--- config.mk ---
export PLATFORM = sky130hd
export DESIGN_NAME = rtcsc_top
export DESIGN_NICKNAME = d
export VERILOG_FILES = /design/src/rtcsc_pkg.sv /design/src/rtcsc_prescaler.sv /design/src/rtcsc_top.sv
export SDC_FILE = /design/constraint.sdc
export NUM_CORES = 1
export LEC_CHECK = 0
export BUFFER_PORTS_ARGS = -buffer_cell sky130_fd_sc_hd__buf_2
export CAP_MARGIN = 20
export CORE_ASPECT_RATIO = 0.8
export CORE_MARGIN = 2
export CORE_UTILIZATION = 50
export CTS_CLUSTER_DIAMETER = 120
export DETAILED_ROUTE_END_ITERATION = 6
export PLACE_DENSITY = 0.75
export SYNTH_ARGS = -nofsm -noshare
export SYNTH_HDL_FRONTEND = slang
export SYNTH_SLANG_ARGS = --single-unit
--- constraint.sdc ---
create_clock -name clk_sys -period 4.35 [get_ports clk_sys]
set_input_delay 0.2175 -clock clk_sys [delete_from_list [all_inputs] [get_ports clk_sys]]
set_output_delay 0.2175 -clock clk_sys [all_outputs]
set_load 0.1 [all_outputs]
--- src/rtcsc_pkg.sv ---
// package: register map, field layout and state types of the rtc status/control block
package rtcsc_pkg;

  // ----------------------------------------------------------------
  // register byte offsets
  // ----------------------------------------------------------------
  localparam logic [4:0] RTCSC_OFF_SC   = 5'h00;
  localparam logic [4:0] RTCSC_OFF_MOD  = 5'h04;
  localparam logic [4:0] RTCSC_OFF_CNT  = 5'h08;
  localparam logic [4:0] RTCSC_OFF_EVT  = 5'h0C;
  localparam logic [4:0] RTCSC_OFF_MASK = 5'h10;
  localparam int         RTCSC_AW       = 5;

  // ----------------------------------------------------------------
  // status/control field positions
  // ----------------------------------------------------------------
  localparam int RTCSC_CS_LSB   = 14;
  localparam int RTCSC_CS_MSB   = 15;
  localparam int RTCSC_PS_LSB   = 8;
  localparam int RTCSC_PS_MSB   = 10;
  localparam int RTCSC_FLAG_BIT = 7;
  localparam int RTCSC_IE_BIT   = 6;
  localparam int RTCSC_TOG_BIT  = 4;

  // event register bits
  localparam int RTCSC_EVT_MATCH = 0;
  localparam int RTCSC_EVT_CLR   = 1;
  localparam int RTCSC_EVT_W     = 2;

  // ----------------------------------------------------------------
  // encodings and reset values
  // ----------------------------------------------------------------
  localparam logic [1:0]  RTCSC_CS_EXT    = 2'h0;
  localparam logic [1:0]  RTCSC_CS_LPO    = 2'h1;
  localparam logic [1:0]  RTCSC_CS_IREF   = 2'h2;
  localparam logic [1:0]  RTCSC_CS_BUS    = 2'h3;
  localparam logic [2:0]  RTCSC_PS_OFF    = 3'h0;
  localparam logic [15:0] RTCSC_CNT_ZERO  = 16'h0000;
  localparam logic [15:0] RTCSC_MOD_RST   = 16'h0000;
  localparam logic        RTCSC_PIN_RST   = 1'h1;
  localparam int          RTCSC_DIV_W     = 11;
  localparam logic [1:0]  RTCSC_HTRANS_NS = 2'h2;

  // ----------------------------------------------------------------
  // types
  // ----------------------------------------------------------------
  typedef struct packed {
    logic [1:0] clock_source_select;
    logic [2:0] prescale_select;
    logic       match_flag;
    logic       match_irq_enable;
    logic       toggle_out_enable;
  } rtcsc_ctrl_type;

  typedef struct packed {
    logic [RTCSC_DIV_W-1:0] div;
    logic                   tick;
  } rtcsc_pre_state_type;

  typedef struct packed {
    logic [2:0]             sync1;
    logic [2:0]             sync2;
    logic [2:0]             sync3;
    rtcsc_ctrl_type         sc;
    logic [15:0]            modulo;
    logic [15:0]            main_count;
    logic                   pin;
    logic [RTCSC_EVT_W-1:0] evt;
    logic [RTCSC_EVT_W-1:0] mask;
    logic                   wr_pend;
    logic [RTCSC_AW-1:0]    wr_addr;
    logic                   rd_sc;
    logic [31:0]            hrdata;
    logic                   hreadyout;
    logic                   hresp;
    logic                   irq;
  } rtcsc_state_type;

endpackage

--- src/rtcsc_prescaler.sv ---
// prescaler: divides source ticks by the selected binary or decimal ratio
`timescale 1ns/1ps
`default_nettype none

module rtcsc_prescaler
  import rtcsc_pkg::*;
(
  input  wire logic       clk_sys,
  input  wire logic       reset_n,
  input  wire logic       src_tick,
  input  wire logic [2:0] prescale_select,
  input  wire logic       source_low_bit,
  input  wire logic       clear,
  output logic            tick
);

  // ----------------------------------------------------------------
  // ratio decode
  // ----------------------------------------------------------------
  function automatic logic [RTCSC_DIV_W-1:0] rtcsc_last(input logic [2:0] ps,
                                                        input logic       low);
    logic [RTCSC_DIV_W:0] ratio;
    ratio = '0;
    if (!low) begin
      ratio = (RTCSC_DIV_W+1)'(1) << (ps - 3'h1);
    end else begin
      unique case (ps)
        3'h6:    ratio = (RTCSC_DIV_W+1)'(100);
        3'h7:    ratio = (RTCSC_DIV_W+1)'(1000);
        default: ratio = (RTCSC_DIV_W+1)'(128) << (ps - 3'h1);
      endcase
    end
    return RTCSC_DIV_W'(ratio - (RTCSC_DIV_W+1)'(1));
  endfunction

  rtcsc_pre_state_type st;
  rtcsc_pre_state_type next_st;

  // ----------------------------------------------------------------
  // divider
  // ----------------------------------------------------------------
  always_comb begin
    next_st      = st;
    next_st.tick = 1'b0;
    if (clear || prescale_select == RTCSC_PS_OFF) begin
      next_st.div = '0;
    end else if (src_tick) begin
      if (st.div >= rtcsc_last(prescale_select, source_low_bit)) begin
        next_st.div  = '0;
        next_st.tick = 1'b1;
      end else begin
        next_st.div = st.div + RTCSC_DIV_W'(1);
      end
    end
  end

  always_ff @(posedge clk_sys or negedge reset_n) begin
    if (!reset_n) begin
      st <= '0;
    end else begin
      st <= next_st;
    end
  end

  assign tick = st.tick;
endmodule // rtcsc_prescaler

`default_nettype wire

--- src/rtcsc_top.sv ---
// top: ahb-lite register slave, source select, counter, match flag and toggle pin
//
// Chosen here: the AHB-Lite register port and the address map.
`timescale 1ns/1ps
`default_nettype none

// Function
// - source select code picks one of four clocks
// - reserved status/control bits read zero
// - changed prescale select clears divider and count
// - reset prescale off; off stops counting
// - source low bit 0: divide 1 to 64
// - source low bit 1: 128..2048, 100, 1000
// - match flag set when count reaches modulo
// - writing one clears flag and request
// - reset clears match flag and irq enable
// - irq enable raises request while flag set
// - toggle enable inverts pin on each overflow
// - source select bits 15:14, reset 00
// - on match count returns to zero
module rtcsc_top
  import rtcsc_pkg::*;
(
  input  wire logic        clk_sys,
  input  wire logic        reset_n,
  input  wire logic        hsel,
  input  wire logic [31:0] haddr,
  input  wire logic [1:0]  htrans,
  input  wire logic        hwrite,
  input  wire logic [2:0]  hsize,
  input  wire logic [31:0] hwdata,
  input  wire logic        hready,
  output logic [31:0]      hrdata,
  output logic             hreadyout,
  output logic             hresp,
  input  wire logic        ext_osc_clock,
  input  wire logic        low_power_osc_clock,
  input  wire logic        internal_ref_clock,
  output logic             counter_out,
  output logic             irq
);

  // ----------------------------------------------------------------
  // helpers
  // ----------------------------------------------------------------
  function automatic logic [31:0] rtcsc_sc_word(input rtcsc_ctrl_type c);
    logic [31:0] w;
    w = '0;
    w[RTCSC_CS_MSB:RTCSC_CS_LSB] = c.clock_source_select;
    w[RTCSC_PS_MSB:RTCSC_PS_LSB] = c.prescale_select;
    w[RTCSC_FLAG_BIT]            = c.match_flag;
    w[RTCSC_IE_BIT]              = c.match_irq_enable;
    w[RTCSC_TOG_BIT]             = c.toggle_out_enable;
    return w;
  endfunction

  // unmapped offsets and every reserved bit read back as zero
  function automatic logic [31:0] rtcsc_read(input rtcsc_state_type s,
                                             input logic [RTCSC_AW-1:0] a);
    logic [31:0] w;
    w = '0;
    unique case (a)
      RTCSC_OFF_SC:   w = rtcsc_sc_word(s.sc);
      RTCSC_OFF_MOD:  w[15:0] = s.modulo;
      RTCSC_OFF_CNT:  w[15:0] = s.main_count;
      RTCSC_OFF_EVT:  w[RTCSC_EVT_W-1:0] = s.evt;
      RTCSC_OFF_MASK: w[RTCSC_EVT_W-1:0] = s.mask;
      default:        w = '0;
    endcase
    return w;
  endfunction

  rtcsc_state_type st;
  rtcsc_state_type next_st;
  logic            src_tick;
  logic            pre_clear;
  logic            ps_tick;
  logic            wrap;
  logic            addr_ok;
  logic [2:0]      src_rise;

  // ----------------------------------------------------------------
  // prescaler
  // ----------------------------------------------------------------
  // divider runs on clk_sys; slow sources reach it only as one-cycle ticks,
  // so no source can count faster than the system clock
  rtcsc_prescaler u_prescaler (
    .clk_sys         (clk_sys),
    .reset_n         (reset_n),
    .src_tick        (src_tick),
    .prescale_select (st.sc.prescale_select),
    .source_low_bit  (st.sc.clock_source_select[0]),
    .clear           (pre_clear),
    .tick            (ps_tick)
  );

  // ----------------------------------------------------------------
  // next state
  // ----------------------------------------------------------------
  always_comb begin
    next_st   = st;
    pre_clear = 1'b0;
    wrap      = 1'b0;
    addr_ok   = hsel && htrans == RTCSC_HTRANS_NS && hready;

    // slow clocks are only sampled; edges are seen after two flops
    next_st.sync1 = {ext_osc_clock, low_power_osc_clock, internal_ref_clock};
    next_st.sync2 = st.sync1;
    next_st.sync3 = st.sync2;
    src_rise      = st.sync2 & ~st.sync3;

    unique case (st.sc.clock_source_select)
      RTCSC_CS_EXT:  src_tick = src_rise[2];
      RTCSC_CS_LPO:  src_tick = src_rise[1];
      RTCSC_CS_IREF: src_tick = src_rise[0];
      RTCSC_CS_BUS:  src_tick = 1'b1;
    endcase

    // data phase of a write; hsize is ignored, every access is a whole word
    if (st.wr_pend) begin
      unique case (st.wr_addr)
        RTCSC_OFF_SC: begin
          next_st.sc.clock_source_select = hwdata[RTCSC_CS_MSB:RTCSC_CS_LSB];
          next_st.sc.prescale_select     = hwdata[RTCSC_PS_MSB:RTCSC_PS_LSB];
          next_st.sc.match_irq_enable    = hwdata[RTCSC_IE_BIT];
          next_st.sc.toggle_out_enable   = hwdata[RTCSC_TOG_BIT];
          if (hwdata[RTCSC_FLAG_BIT]) begin
            next_st.sc.match_flag = 1'b0;
          end
          // an equal rewrite of either select must not restart the count
          pre_clear = (hwdata[RTCSC_CS_MSB:RTCSC_CS_LSB] != st.sc.clock_source_select)
                   || (hwdata[RTCSC_PS_MSB:RTCSC_PS_LSB] != st.sc.prescale_select);
        end
        RTCSC_OFF_MOD:  next_st.modulo = hwdata[15:0];
        RTCSC_OFF_EVT:  next_st.evt    = st.evt & ~hwdata[RTCSC_EVT_W-1:0];
        RTCSC_OFF_MASK: next_st.mask   = hwdata[RTCSC_EVT_W-1:0];
        default:        next_st.modulo = st.modulo;
      endcase
    end

    // counting; a set arriving with a clear wins
    if (pre_clear) begin
      next_st.main_count          = RTCSC_CNT_ZERO;
      next_st.evt[RTCSC_EVT_CLR]  = 1'b1;
    end else if (ps_tick) begin
      if (st.main_count == st.modulo) begin
        wrap                          = 1'b1;
        next_st.main_count            = RTCSC_CNT_ZERO;
        next_st.sc.match_flag         = 1'b1;
        next_st.evt[RTCSC_EVT_MATCH]  = 1'b1;
        if (st.sc.toggle_out_enable) begin
          next_st.pin = ~st.pin;
        end
      end else begin
        next_st.main_count = st.main_count + 16'h0001;
      end
    end

    // address phase
    next_st.wr_pend = addr_ok && hwrite;
    next_st.wr_addr = {haddr[RTCSC_AW-1:2], 2'h0};
    next_st.rd_sc   = addr_ok && !hwrite && next_st.wr_addr == RTCSC_OFF_SC;
    if (addr_ok && !hwrite) begin
      // read sees the preceding write, so no wait state is needed
      next_st.hrdata = rtcsc_read(next_st, next_st.wr_addr);
    end
    next_st.hreadyout = 1'b1;
    next_st.hresp     = 1'b0;

    // match source and event sources share the one level output
    next_st.irq = (next_st.sc.match_flag && next_st.sc.match_irq_enable)
               || |(next_st.evt & next_st.mask);
  end

  // ----------------------------------------------------------------
  // state register
  // ----------------------------------------------------------------
  always_ff @(posedge clk_sys or negedge reset_n) begin
    if (!reset_n) begin
      st            <= '0;
      st.modulo     <= RTCSC_MOD_RST;
      st.pin        <= RTCSC_PIN_RST;
      st.hreadyout  <= 1'b1;
    end else begin
      st <= next_st;
    end
  end

  assign hrdata      = st.hrdata;
  assign hreadyout   = st.hreadyout;
  assign hresp       = st.hresp;
  assign counter_out = st.pin;
  assign irq         = st.irq;
endmodule // rtcsc_top

`default_nettype wire

======== After elaboration in Yosys (flattened, before gate mapping) ========
Cells that the tools add are included.
operators by class
  add/sub/neg operators ................... 4
  order comparisons ....................... 1
  eq/ne operators ......................... 16
  shifts and indexed selects .............. 2
  muxes and demuxes ....................... 33
  bitwise logic cells ..................... 7
  reductions and logical operators ........ 16
operators by type and width
  cell                   number
  $mux 11                5
  $mux 16                3
  $pmux 14 s3            1
  $mux 24                1
  $pmux 11 s2            1
  $mux 17                1
  $add 16x1->16 const B  1
  $eq 16x16->1           1
  $mux 1                 14
  $eq 3x3->1 const B     4
  $mux 12                1
  $add 11x1->11 const B  1
  $ge 11x11->1           1
  $shl 1x3->11 const A   1
  $shl 8x3->11 const A   1
  $sub 11x1->11 const B  1
  $eq 3x2->1 const B     3
  $mux 8                 1
  $pmux 2 s4             1
  $eq 2x2->1 const B     3
  $eq 3x1->1 const B     2
  $logic_not 3->1        2
  $logic_and 1x1->1      5
  $logic_not 5->1        1
  other kinds (18)       23
storage, ports and cells
  register bits after elaboration ......... 87
  bits of input ports ..................... 77
  output and inout port bits .............. 36
  logic and storage cells ................. 98

======== Logic depth before layout (Yosys ltp) ========
Gate-level depths: netlist (run 1).
  depth in word-level cells ............... 11
  gate-level depth with buffers ........... 15

======== By module ========
From an unflattened synthesis (run 1), not the netlist that was laid out.
unflattened totals
  cell total of the unflattened synthesis .. 502
  area total of the unflattened synthesis .. 4982.3 um^2
modules (own cells, without submodules)
  module           times used  cells each  area an instance (um^2)  sequential area each (um^2)
  rtcsc_top        1           347         3759.9                   1878.1
  rtcsc_prescaler  1           155         1222.4                   300.3

======== Worst setup path before layout (run 1) ========
Ideal clock, no wire load.
  kind .................................... flip-flop to flip-flop
  start point ............................. register st[84] (netlist bit)
  end point ............................... register u_prescaler.st[6] (netlist bit)
  setup time .............................. 0.077 ns
  arrival time ............................ 3.730 ns
  path slack .............................. 0.543 ns
  stages on the path, launching flop included .. 16
  buffers on the path ..................... 4
  clock period less this slack ............ 3.807 ns
  cells stage by stage .................... dfrtp_1 -> clkbuf_1 -> buf_1 -> or4b_2 -> ha_1 -> clkbuf_1 -> or3_1 -> a21oi_1 -> a21oi_1 -> ha_1 -> o211ai_1 -> o21ai_0 -> a31oi_1 -> clkbuf_1 -> o21ai_0 -> a21oi_1
between the ends
  longest elaborated chain between the ends .. 11
RTL lines
  what                    line                                          RTL
  start, declared         rtcsc_top.sv:73                               rtcsc_state_type st;
  start signal, assigned  rtcsc_top.sv:185                              st <= next_st;
  $sub 3x1->3             rtcsc_prescaler.sv:25, rtcsc_prescaler.sv:30
  $shl 8x3->11            rtcsc_prescaler.sv:30                         default: ratio = (RTCSC_DIV_W+1)'(128) << (ps - 3'h1);
  $pmux 11 s2             rtcsc_prescaler.sv:27                         unique case (ps)
  $mux 11                 rtcsc_prescaler.sv:24                         if (!low) begin
  $mux 11                 rtcsc_prescaler.sv:47                         end else if (src_tick) begin
  $mux 11                 rtcsc_prescaler.sv:45                         if (clear || prescale_select == RTCSC_PS_OFF) begin
  $sub 11x1->11           rtcsc_prescaler.sv:33                         return RTCSC_DIV_W'(ratio - (RTCSC_DIV_W+1)'(1));
  $ge 11x11->1            rtcsc_prescaler.sv:48                         if (st.div >= rtcsc_last(prescale_select, source_low_bit)) begin
  $mux 11                 rtcsc_prescaler.sv:48
  $mux 12                 rtcsc_prescaler.sv:47
  $mux 11                 rtcsc_prescaler.sv:45
  end signal, assigned    rtcsc_prescaler.sv:61                         st <= next_st;
  end, declared           rtcsc_prescaler.sv:36                         rtcsc_pre_state_type st;
Parallel ways exist; a longest one is shown, timed or not. The select of a mux whose other input is x is not followed.
A chain may end at the register's enable or synchronous reset.

======== Final worst setup path (run 1) ========
  start point ............................. register st[85] (netlist bit)
  end point ............................... register u_prescaler.st[4] (netlist bit)
between the ends
  longest elaborated chain between the ends .. 8
RTL lines
  what           line
  $mux 11        rtcsc_prescaler.sv:24
  $mux 11        rtcsc_prescaler.sv:47
  $mux 11        rtcsc_prescaler.sv:45
  $sub 11x1->11  rtcsc_prescaler.sv:33
  $ge 11x11->1   rtcsc_prescaler.sv:48
  $mux 11        rtcsc_prescaler.sv:48
  $mux 12        rtcsc_prescaler.sv:47
  $mux 11        rtcsc_prescaler.sv:45
Parallel ways exist; a longest one is shown, timed or not. The select of a mux whose other input is x is not followed.

==> results of run 1 <==
## worst min-delay path by stage
stage / slack, ps / start / endpoint / depth (start not counted)
2_1_floorplan: -80 / reset_n / hrdata[0] / 0
3_3_place_gp: 330 / low_power_osc_clock / next_st[91] / 1
3_5_place_dp: 330 / internal_ref_clock / next_st[90] / 1
4_1_cts: 90 / haddr[4] / st[40] / 1
5_1_grt: 100 / haddr[4] / st[40] / 1
6_report: 100 / haddr[4] / st[40] / 1
## worst reg2reg max path: cells and delay by family (launching register included)
family	cells	cell delay [ps]
and+or+nand+nor	2	980
adders and majority gates	2	640
muxes	1	320
buffers and inverters	1	220
AOI/OAI and AO/OA	6	950
DFF	1	620
## layout by cell type, fill, tap and decap left out, types with 5 or more instances in the layout
master,synthesis,final
nor2_1,32,32
clkbuf_16,0,9
mux2i_1,6,6
ha_1,14,14
o31ai_1,10,10
mux2_2,22,22
a31oi_1,6,6
nand2_1,35,35
nor3_1,8,8
nor4_1,5,5
xnor2_1,12,12
a32oi_1,6,6
inv_1,9,9
nand4_1,7,7
nand2b_1,6,6
a22oi_1,8,8
conb_1,2,18
nand3_1,23,23
xor2_1,31,31
a21oi_1,14,14
dfrtp_1,86,86
o21ai_0,18,18
buf_2,6,45
## power by group
part / leakage (nW) / total, mW / internal (mW) / switching (mW)
combinational: 1.24 / 0.342 / 0.101 / 0.241
sequential: 1.16 / 0.880 / 0.844 / 0.0359
clock: 0.130 / 0.684 / 0.385 / 0.298
total: 2.53 / 1.91 / 1.33 / 0.575
## cell type report
| class | instances | area [µm²] | area share [%] |
|---|---|---|---|
| Clock inverter | 4 | 23.77 | 0.4393 |
| Inverter | 10 | 37.54 | 0.6936 |
| Timing Repair Buffer | 55 | 330.3 | 6.104 |
| Sequential cell | 87 | 2178 | 40.25 |
| Multi-Input combinational cell | 349 | 2435 | 44.99 |
| Clock buffer | 12 | 236.5 | 4.370 |
| Tap cell | 136 | 170.2 | 3.145 |
## kinds of logic (layout without fill, tap and decap cells)
kind of cell	count (synthesis)	in the layout
AND/OR/NAND/NOR	148	148
AO/OA/AOI/OAI	97	97
flip-flops	87	87
buffers and inverters	70	81
XOR/XNOR	43	43
multiplexers	29	29
adder cells (fa/ha/maj)	14	14
other	2	18
## layer usage
layer	vias to the layer above	track usage, %
li1	1766	-
met2	125	31.62
met5	-	0
met4	0	7.430
met3	11	3.889
met1	1796	29.56
## registers in the layout, indices dropped and copies added, names as in the netlist
name / flops
counter_out: 1
hrdata: 16
irq: 1
u_prescaler.st: 11
st: 51
next_st: 6
u_prescaler.tick: 1
## metrics by stage
| step | cell area (µm²) | util (%) | setup WS [ps] |
|---|---|---|---|
| after floorplan | 5012 | - | 543.0 |
| after global placement | 5076 | 52.61 | 743.9 |
| after detailed placement | 5076 | 52.61 | 585.3 |
| after CTS | 5366 | 55.61 | 559.4 |
| after global routing | 5411 | 56.08 | 278.8 |
| final | 5411 | 56.08 | 569.9 |
==> impl_metrics.toml, run 1 <==
[status]
status = "finished, final reports clean"

[logic_synthesis]
netlist_instances = 490
synth_top_flop_cell = "dfrtp_1"
ys_ff_latch = 87
synth.most_common_cell = "dfrtp_1"
async_reset_ff_share_pct = 100.0
yosys.area_share.simple_pct = 15.72
synth_top_family_by_area = "simple AND/OR/NAND/NOR gates"
yosys.area.top_type = "dfrtp_1"
ys_warn_count = 0
yosysSeqAreaShare_pct = 43.99
synthAdderAreaFrac_pct = 3.537
syn_area_per_cell_um2 = 10.11
synthMuxAreaShare_pct = 6.443
synth_compound_area_share_pct = 14.20
synth_area_um2 = 4952
synth_cell_types = 68
synthTopCellsByArea = "dfrtp_1, xor2_1, buf_4"
synth-edff-count = 0
synth_xor_area_share_pct = 7.605
synthTopCellsByCount = "dfrtp_1, nand2_1, buf_4, nor2_1, xor2_1"
synth_top_area_share_pct = 43.46

[worst_setup_path]
regToRegStartpoint = "st[85]"
cp_top_family = "simple AND/OR/NAND/NOR gates"
worstSetupPathDepth = 12
crit_type = "reg -> reg"
crit_path_frequent_cell = "ha_1"
crit_arrival_ps = 4050
crit_path_end_kind = "flop"
cp_num_buf_inv = 1
cp-start-kind = "flop"
ff2ff_path_depth = 12
startpoint = "st[85]"
crit_fanout = 23
reg2reg_to = "u_prescaler.st[4]"
critPathSlowestCell = "or4b_2"
crit_chain = "or4b_2, ha_1, mux2_2, o22ai_1, ha_1, a21oi_1, o21ai_0, o21bai_1, a31oi_1, buf_4, and2_1, a22o_1"
cp-endpoint = "u_prescaler.st[4]"
slowest_delay_ps = 780
r2r_setup_slack_ps = 570
worstPathRequired_ps = 4620

[route]
ant_nets = 0
vias = 3698
top_layer_used = "met4"
wl_met2_mm = 4.774
wl_met3_um = 573
drt_iter0_markers = 180
dr.pass1.iters = 5
vias_per_cell = 5.663
drc = 0
totalWireLength_mm = 10.28
drt-met1-wl_mm = 4.797
wire_per_inst_um = 15.74

[clock_network]
cts_buffers = 9
post_cts_resize_count = 0
htreeDepth = 3
cts_buffer_depth = 2
worstSkewPairLatency_ps = 330
cts_setup_buffers = 0
cts-root-buf = "clkbuf_16"
cts_tree = "yes"
clkSinkCount = 87
clk_pin_slew_ps = 60
cts-hold-fix-buffers = 3

[global_route]
grt.total_usage_pct = 20.70
grt_start_max_net_pins = 88
grt_pass1_wl_mm = 17.57
antenna_found_initial = 0
grt_pass1_vias = 3661
grt_overflow = 0

[timing]
min_period_ps = 3780
post-route-period-util_pct = 86.90
relSlewSlack_pct = 42.26
rsz0062_at_grt = "no"
max_freq_ghz = 0.2645
tightest_slew_ps = 859.5
skew_ps = 6.545
tns_ps = 0
slew_violations = 0
setup_violations = 0
holdWs_ps = 103.9
finalHoldViolCount = 0

[floorplanning]
dieArea_um2 = 10720
rows = 32
initial_core_util_pct = 51.32
pin_count = 113
core_um2 = 9649
die_w_um = 115.3
die_h_um = 93.02

[pwr]
p_leak_nw = 2.529
p_per_area_nw_per_um2 = 352.1
max-vdd-ir-drop_mv = 0.2230
p_total_mw = 1.906

[placed_design]
gp_congestion = 0.8229
dp_cells = 631
port_buffers = 46
place_hpwl_mm = 7.392

[final_layout]
fill_cells = 816
final_cells = 653
nets = 603
drive_gt1_share_pct = 19.15
num_antenna_cells = 0
area_delta_synth_final_pct = 9.272

[min_path]
hp-class = "in -> reg"

[job]
maxCapViolCount = 0
(Power assumes the default switching activity.)
==> run 2: changes to the inputs <==
--- a/config.mk
+++ b/config.mk
@@ -5,14 +5,15 @@
 export SDC_FILE = /design/constraint.sdc
 export NUM_CORES = 1
 export LEC_CHECK = 0
-export BUFFER_PORTS_ARGS = -buffer_cell sky130_fd_sc_hd__buf_2
 export CAP_MARGIN = 20
 export CORE_ASPECT_RATIO = 0.8
 export CORE_MARGIN = 2
 export CORE_UTILIZATION = 50
 export CTS_CLUSTER_DIAMETER = 120
+export CTS_CLUSTER_SIZE = 14
 export DETAILED_ROUTE_END_ITERATION = 6
-export PLACE_DENSITY = 0.75
+export DONT_BUFFER_PORTS = 1
+export SETUP_SLACK_MARGIN = 0.1
 export SYNTH_ARGS = -nofsm -noshare
 export SYNTH_HDL_FRONTEND = slang
 export SYNTH_SLANG_ARGS = --single-unit
==> run 2 against run 1 <==
Net effect: sequential share of layout area is 0.88 points higher; largest power group unchanged; cell area is 2.2% lower; via count is 4.4% lower; clock skew hardly changed; critical endpoint is now u_prescaler.st[2]; clock-buffer cell count is 1 lower; largest cell class unchanged; non-clock buffer count is 40 lower; register-to-register slack better by 40 ps; hold slack worse by 90 ps.
==> impl_metrics.toml, run 2 (synthesis gave the netlist of run 1 again) <==
[worst_setup_path]
crit_path_frequent_cell = "ha_1"
crit_chain = "or4b_2, ha_1, mux2_2, o22ai_1, ha_1, a21oi_1, o21ai_0, o21bai_1, a31oi_1, buf_4, and2_1, a22o_1"
slowest_delay_ps = 730
worstPathRequired_ps = 4620
cp-start-kind = "flop"
crit_type = "reg -> reg"
cp_num_buf_inv = 1
startpoint = "st[82]"
critPathSlowestCell = "dfrtp_1"
regToRegStartpoint = "st[82]"
crit_path_end_kind = "flop"
crit_arrival_ps = 4010
crit_fanout = 22
r2r_setup_slack_ps = 610
cp_top_family = "compound AO/OA/AOI/OAI gates"

[clock_network]
clkSinkCount = 87
cts_buffers = 9
clk_pin_slew_ps = 60
cts_tree = "yes"
cts_setup_buffers = 0
cts-root-buf = "clkbuf_16"
worstSkewPairLatency_ps = 340
cts_buffer_depth = 2
htreeDepth = 3
post_cts_resize_count = 0

[global_route]
grt_pass1_vias = 3351
antenna_found_initial = 0
grt_overflow = 0
grt_pass1_wl_mm = 17.51
grt.total_usage_pct = 21.23
grt_start_max_net_pins = 88

[pwr]
p_per_area_nw_per_um2 = 384.7
p_leak_nw = 2.374
p_total_mw = 2.037
max-vdd-ir-drop_mv = 0.3760

[timing]
rsz0062_at_grt = "no"
post-route-period-util_pct = 86.01
skew_ps = 6.140
max_freq_ghz = 0.2673
fin_ws_ps = 608.6
relSlewSlack_pct = 37.14
setup_violations = 0
min_period_ps = 3741
tightest_slew_ps = 942.9
finalHoldViolCount = 0
tns_ps = 0
slew_violations = 0

[final_layout]
num_antenna_cells = 0
final_cell_mix = "dfrtp_1, nand2_1, nor2_1"
multi_input_area_um2 = 2435
final_common_cell = "dfrtp_1"
nets = 563
top_register = "st"
fill_cells = 859
area_delta_synth_final_pct = 6.923
largest_reg_flops = 51
seq_area_um2 = 2178
post-route-util_pct = 54.88
drive_gt1_share_pct = 12.16

[floorplanning]
die_h_um = 93.02
core_um2 = 9649
initial_core_util_pct = 51.32
pin_count = 113
dieArea_um2 = 10720
die_w_um = 115.3
rows = 32

[min_path]
hp-class = "in -> reg"
min-delay-start = "hwrite"

[route]
vias_per_cell = 5.765
drc = 0
vias = 3534
totalWireLength_mm = 10.59
wire_per_inst_um = 17.27
dr.pass1.iters = 4
drt_iter0_markers = 211
ant_nets = 0

[job]
maxCapViolCount = 0

[placed_design]
place_hpwl_mm = 7.433
port_buffers = 0
gp_congestion = 0.7991
dpl_worst_slack_ps = 661.0

[status]
status = "finished, final reports clean"
==> run 2: cell count changes in the layout (fill, tap and decap cells not counted), sizes merged <==
cell and change:
clkinv -2, clkbuf -2, dlygate4sd3 +3, bufinv +2
clkinvlp +1, buf -42
==> run 2: final timing paths <==
check                               endpoint  cells past startpoint
setup / recovery           u_prescaler.st[2]                     12
hold / removal                        st[41]                      2
setup reg to reg           u_prescaler.st[2]                     12
hold reg to reg                  next_st[89]                      0
max in group asynchronous             st[84]                      2
min in group asynchronous        next_st[88]                      2
==> run 2: area by class of cell <==
type,count,area share (%)
clock inverter,5,1.536
inverter,10,0.7089
tap,136,3.214
sequential,87,41.14
clock buffer,11,4.584
multi-input combinational,349,45.98
timing repair buffer,15,2.836
==> run 2: metal layers <==
metal	wire [µm]	part of all wire [%]	GRT usage [%]
met4	85	0.80	5.622
met1	5236	49	31.99
met2	4524	43	29.95
met5	0	0	0
met3	742	7.0	6.027
==> run 2: what timing repair did <==
action                     4_1_cts  5_1_grt
hold buffers                     8        0
setup endpoints to repair        0        0
hold endpoints to repair        93        0
==> run 2: power by group <==
group	internal, mW	switching [mW]
sequential	0.843	0.0770
clock	0.519	0.315
combinational	0.0928	0.191
total	1.45	0.582
==> run 2: per-stage QoR <==
step	area, µm²	hold WS (ps)	cells
floorplan	5012	-78.09	506
global placement	4873	-76.64	589
detailed placement	4873	-76.79	589
CTS	5295	3.232	613
global route	5295	24.33	613
finish	5295	13.43	613
==> run 2: worst register-to-register path: stages (launching register included) <==
cell      delay, ps
dfrtp_1         730
or4b_2          700
ha_1            340
mux2_2          310
o22ai_1         180
ha_1            290
a21oi_1         140
o21ai_0         100
o21bai_1        180
a31oi_1         170
buf_4           220
and2_1          190
a22o_1          140
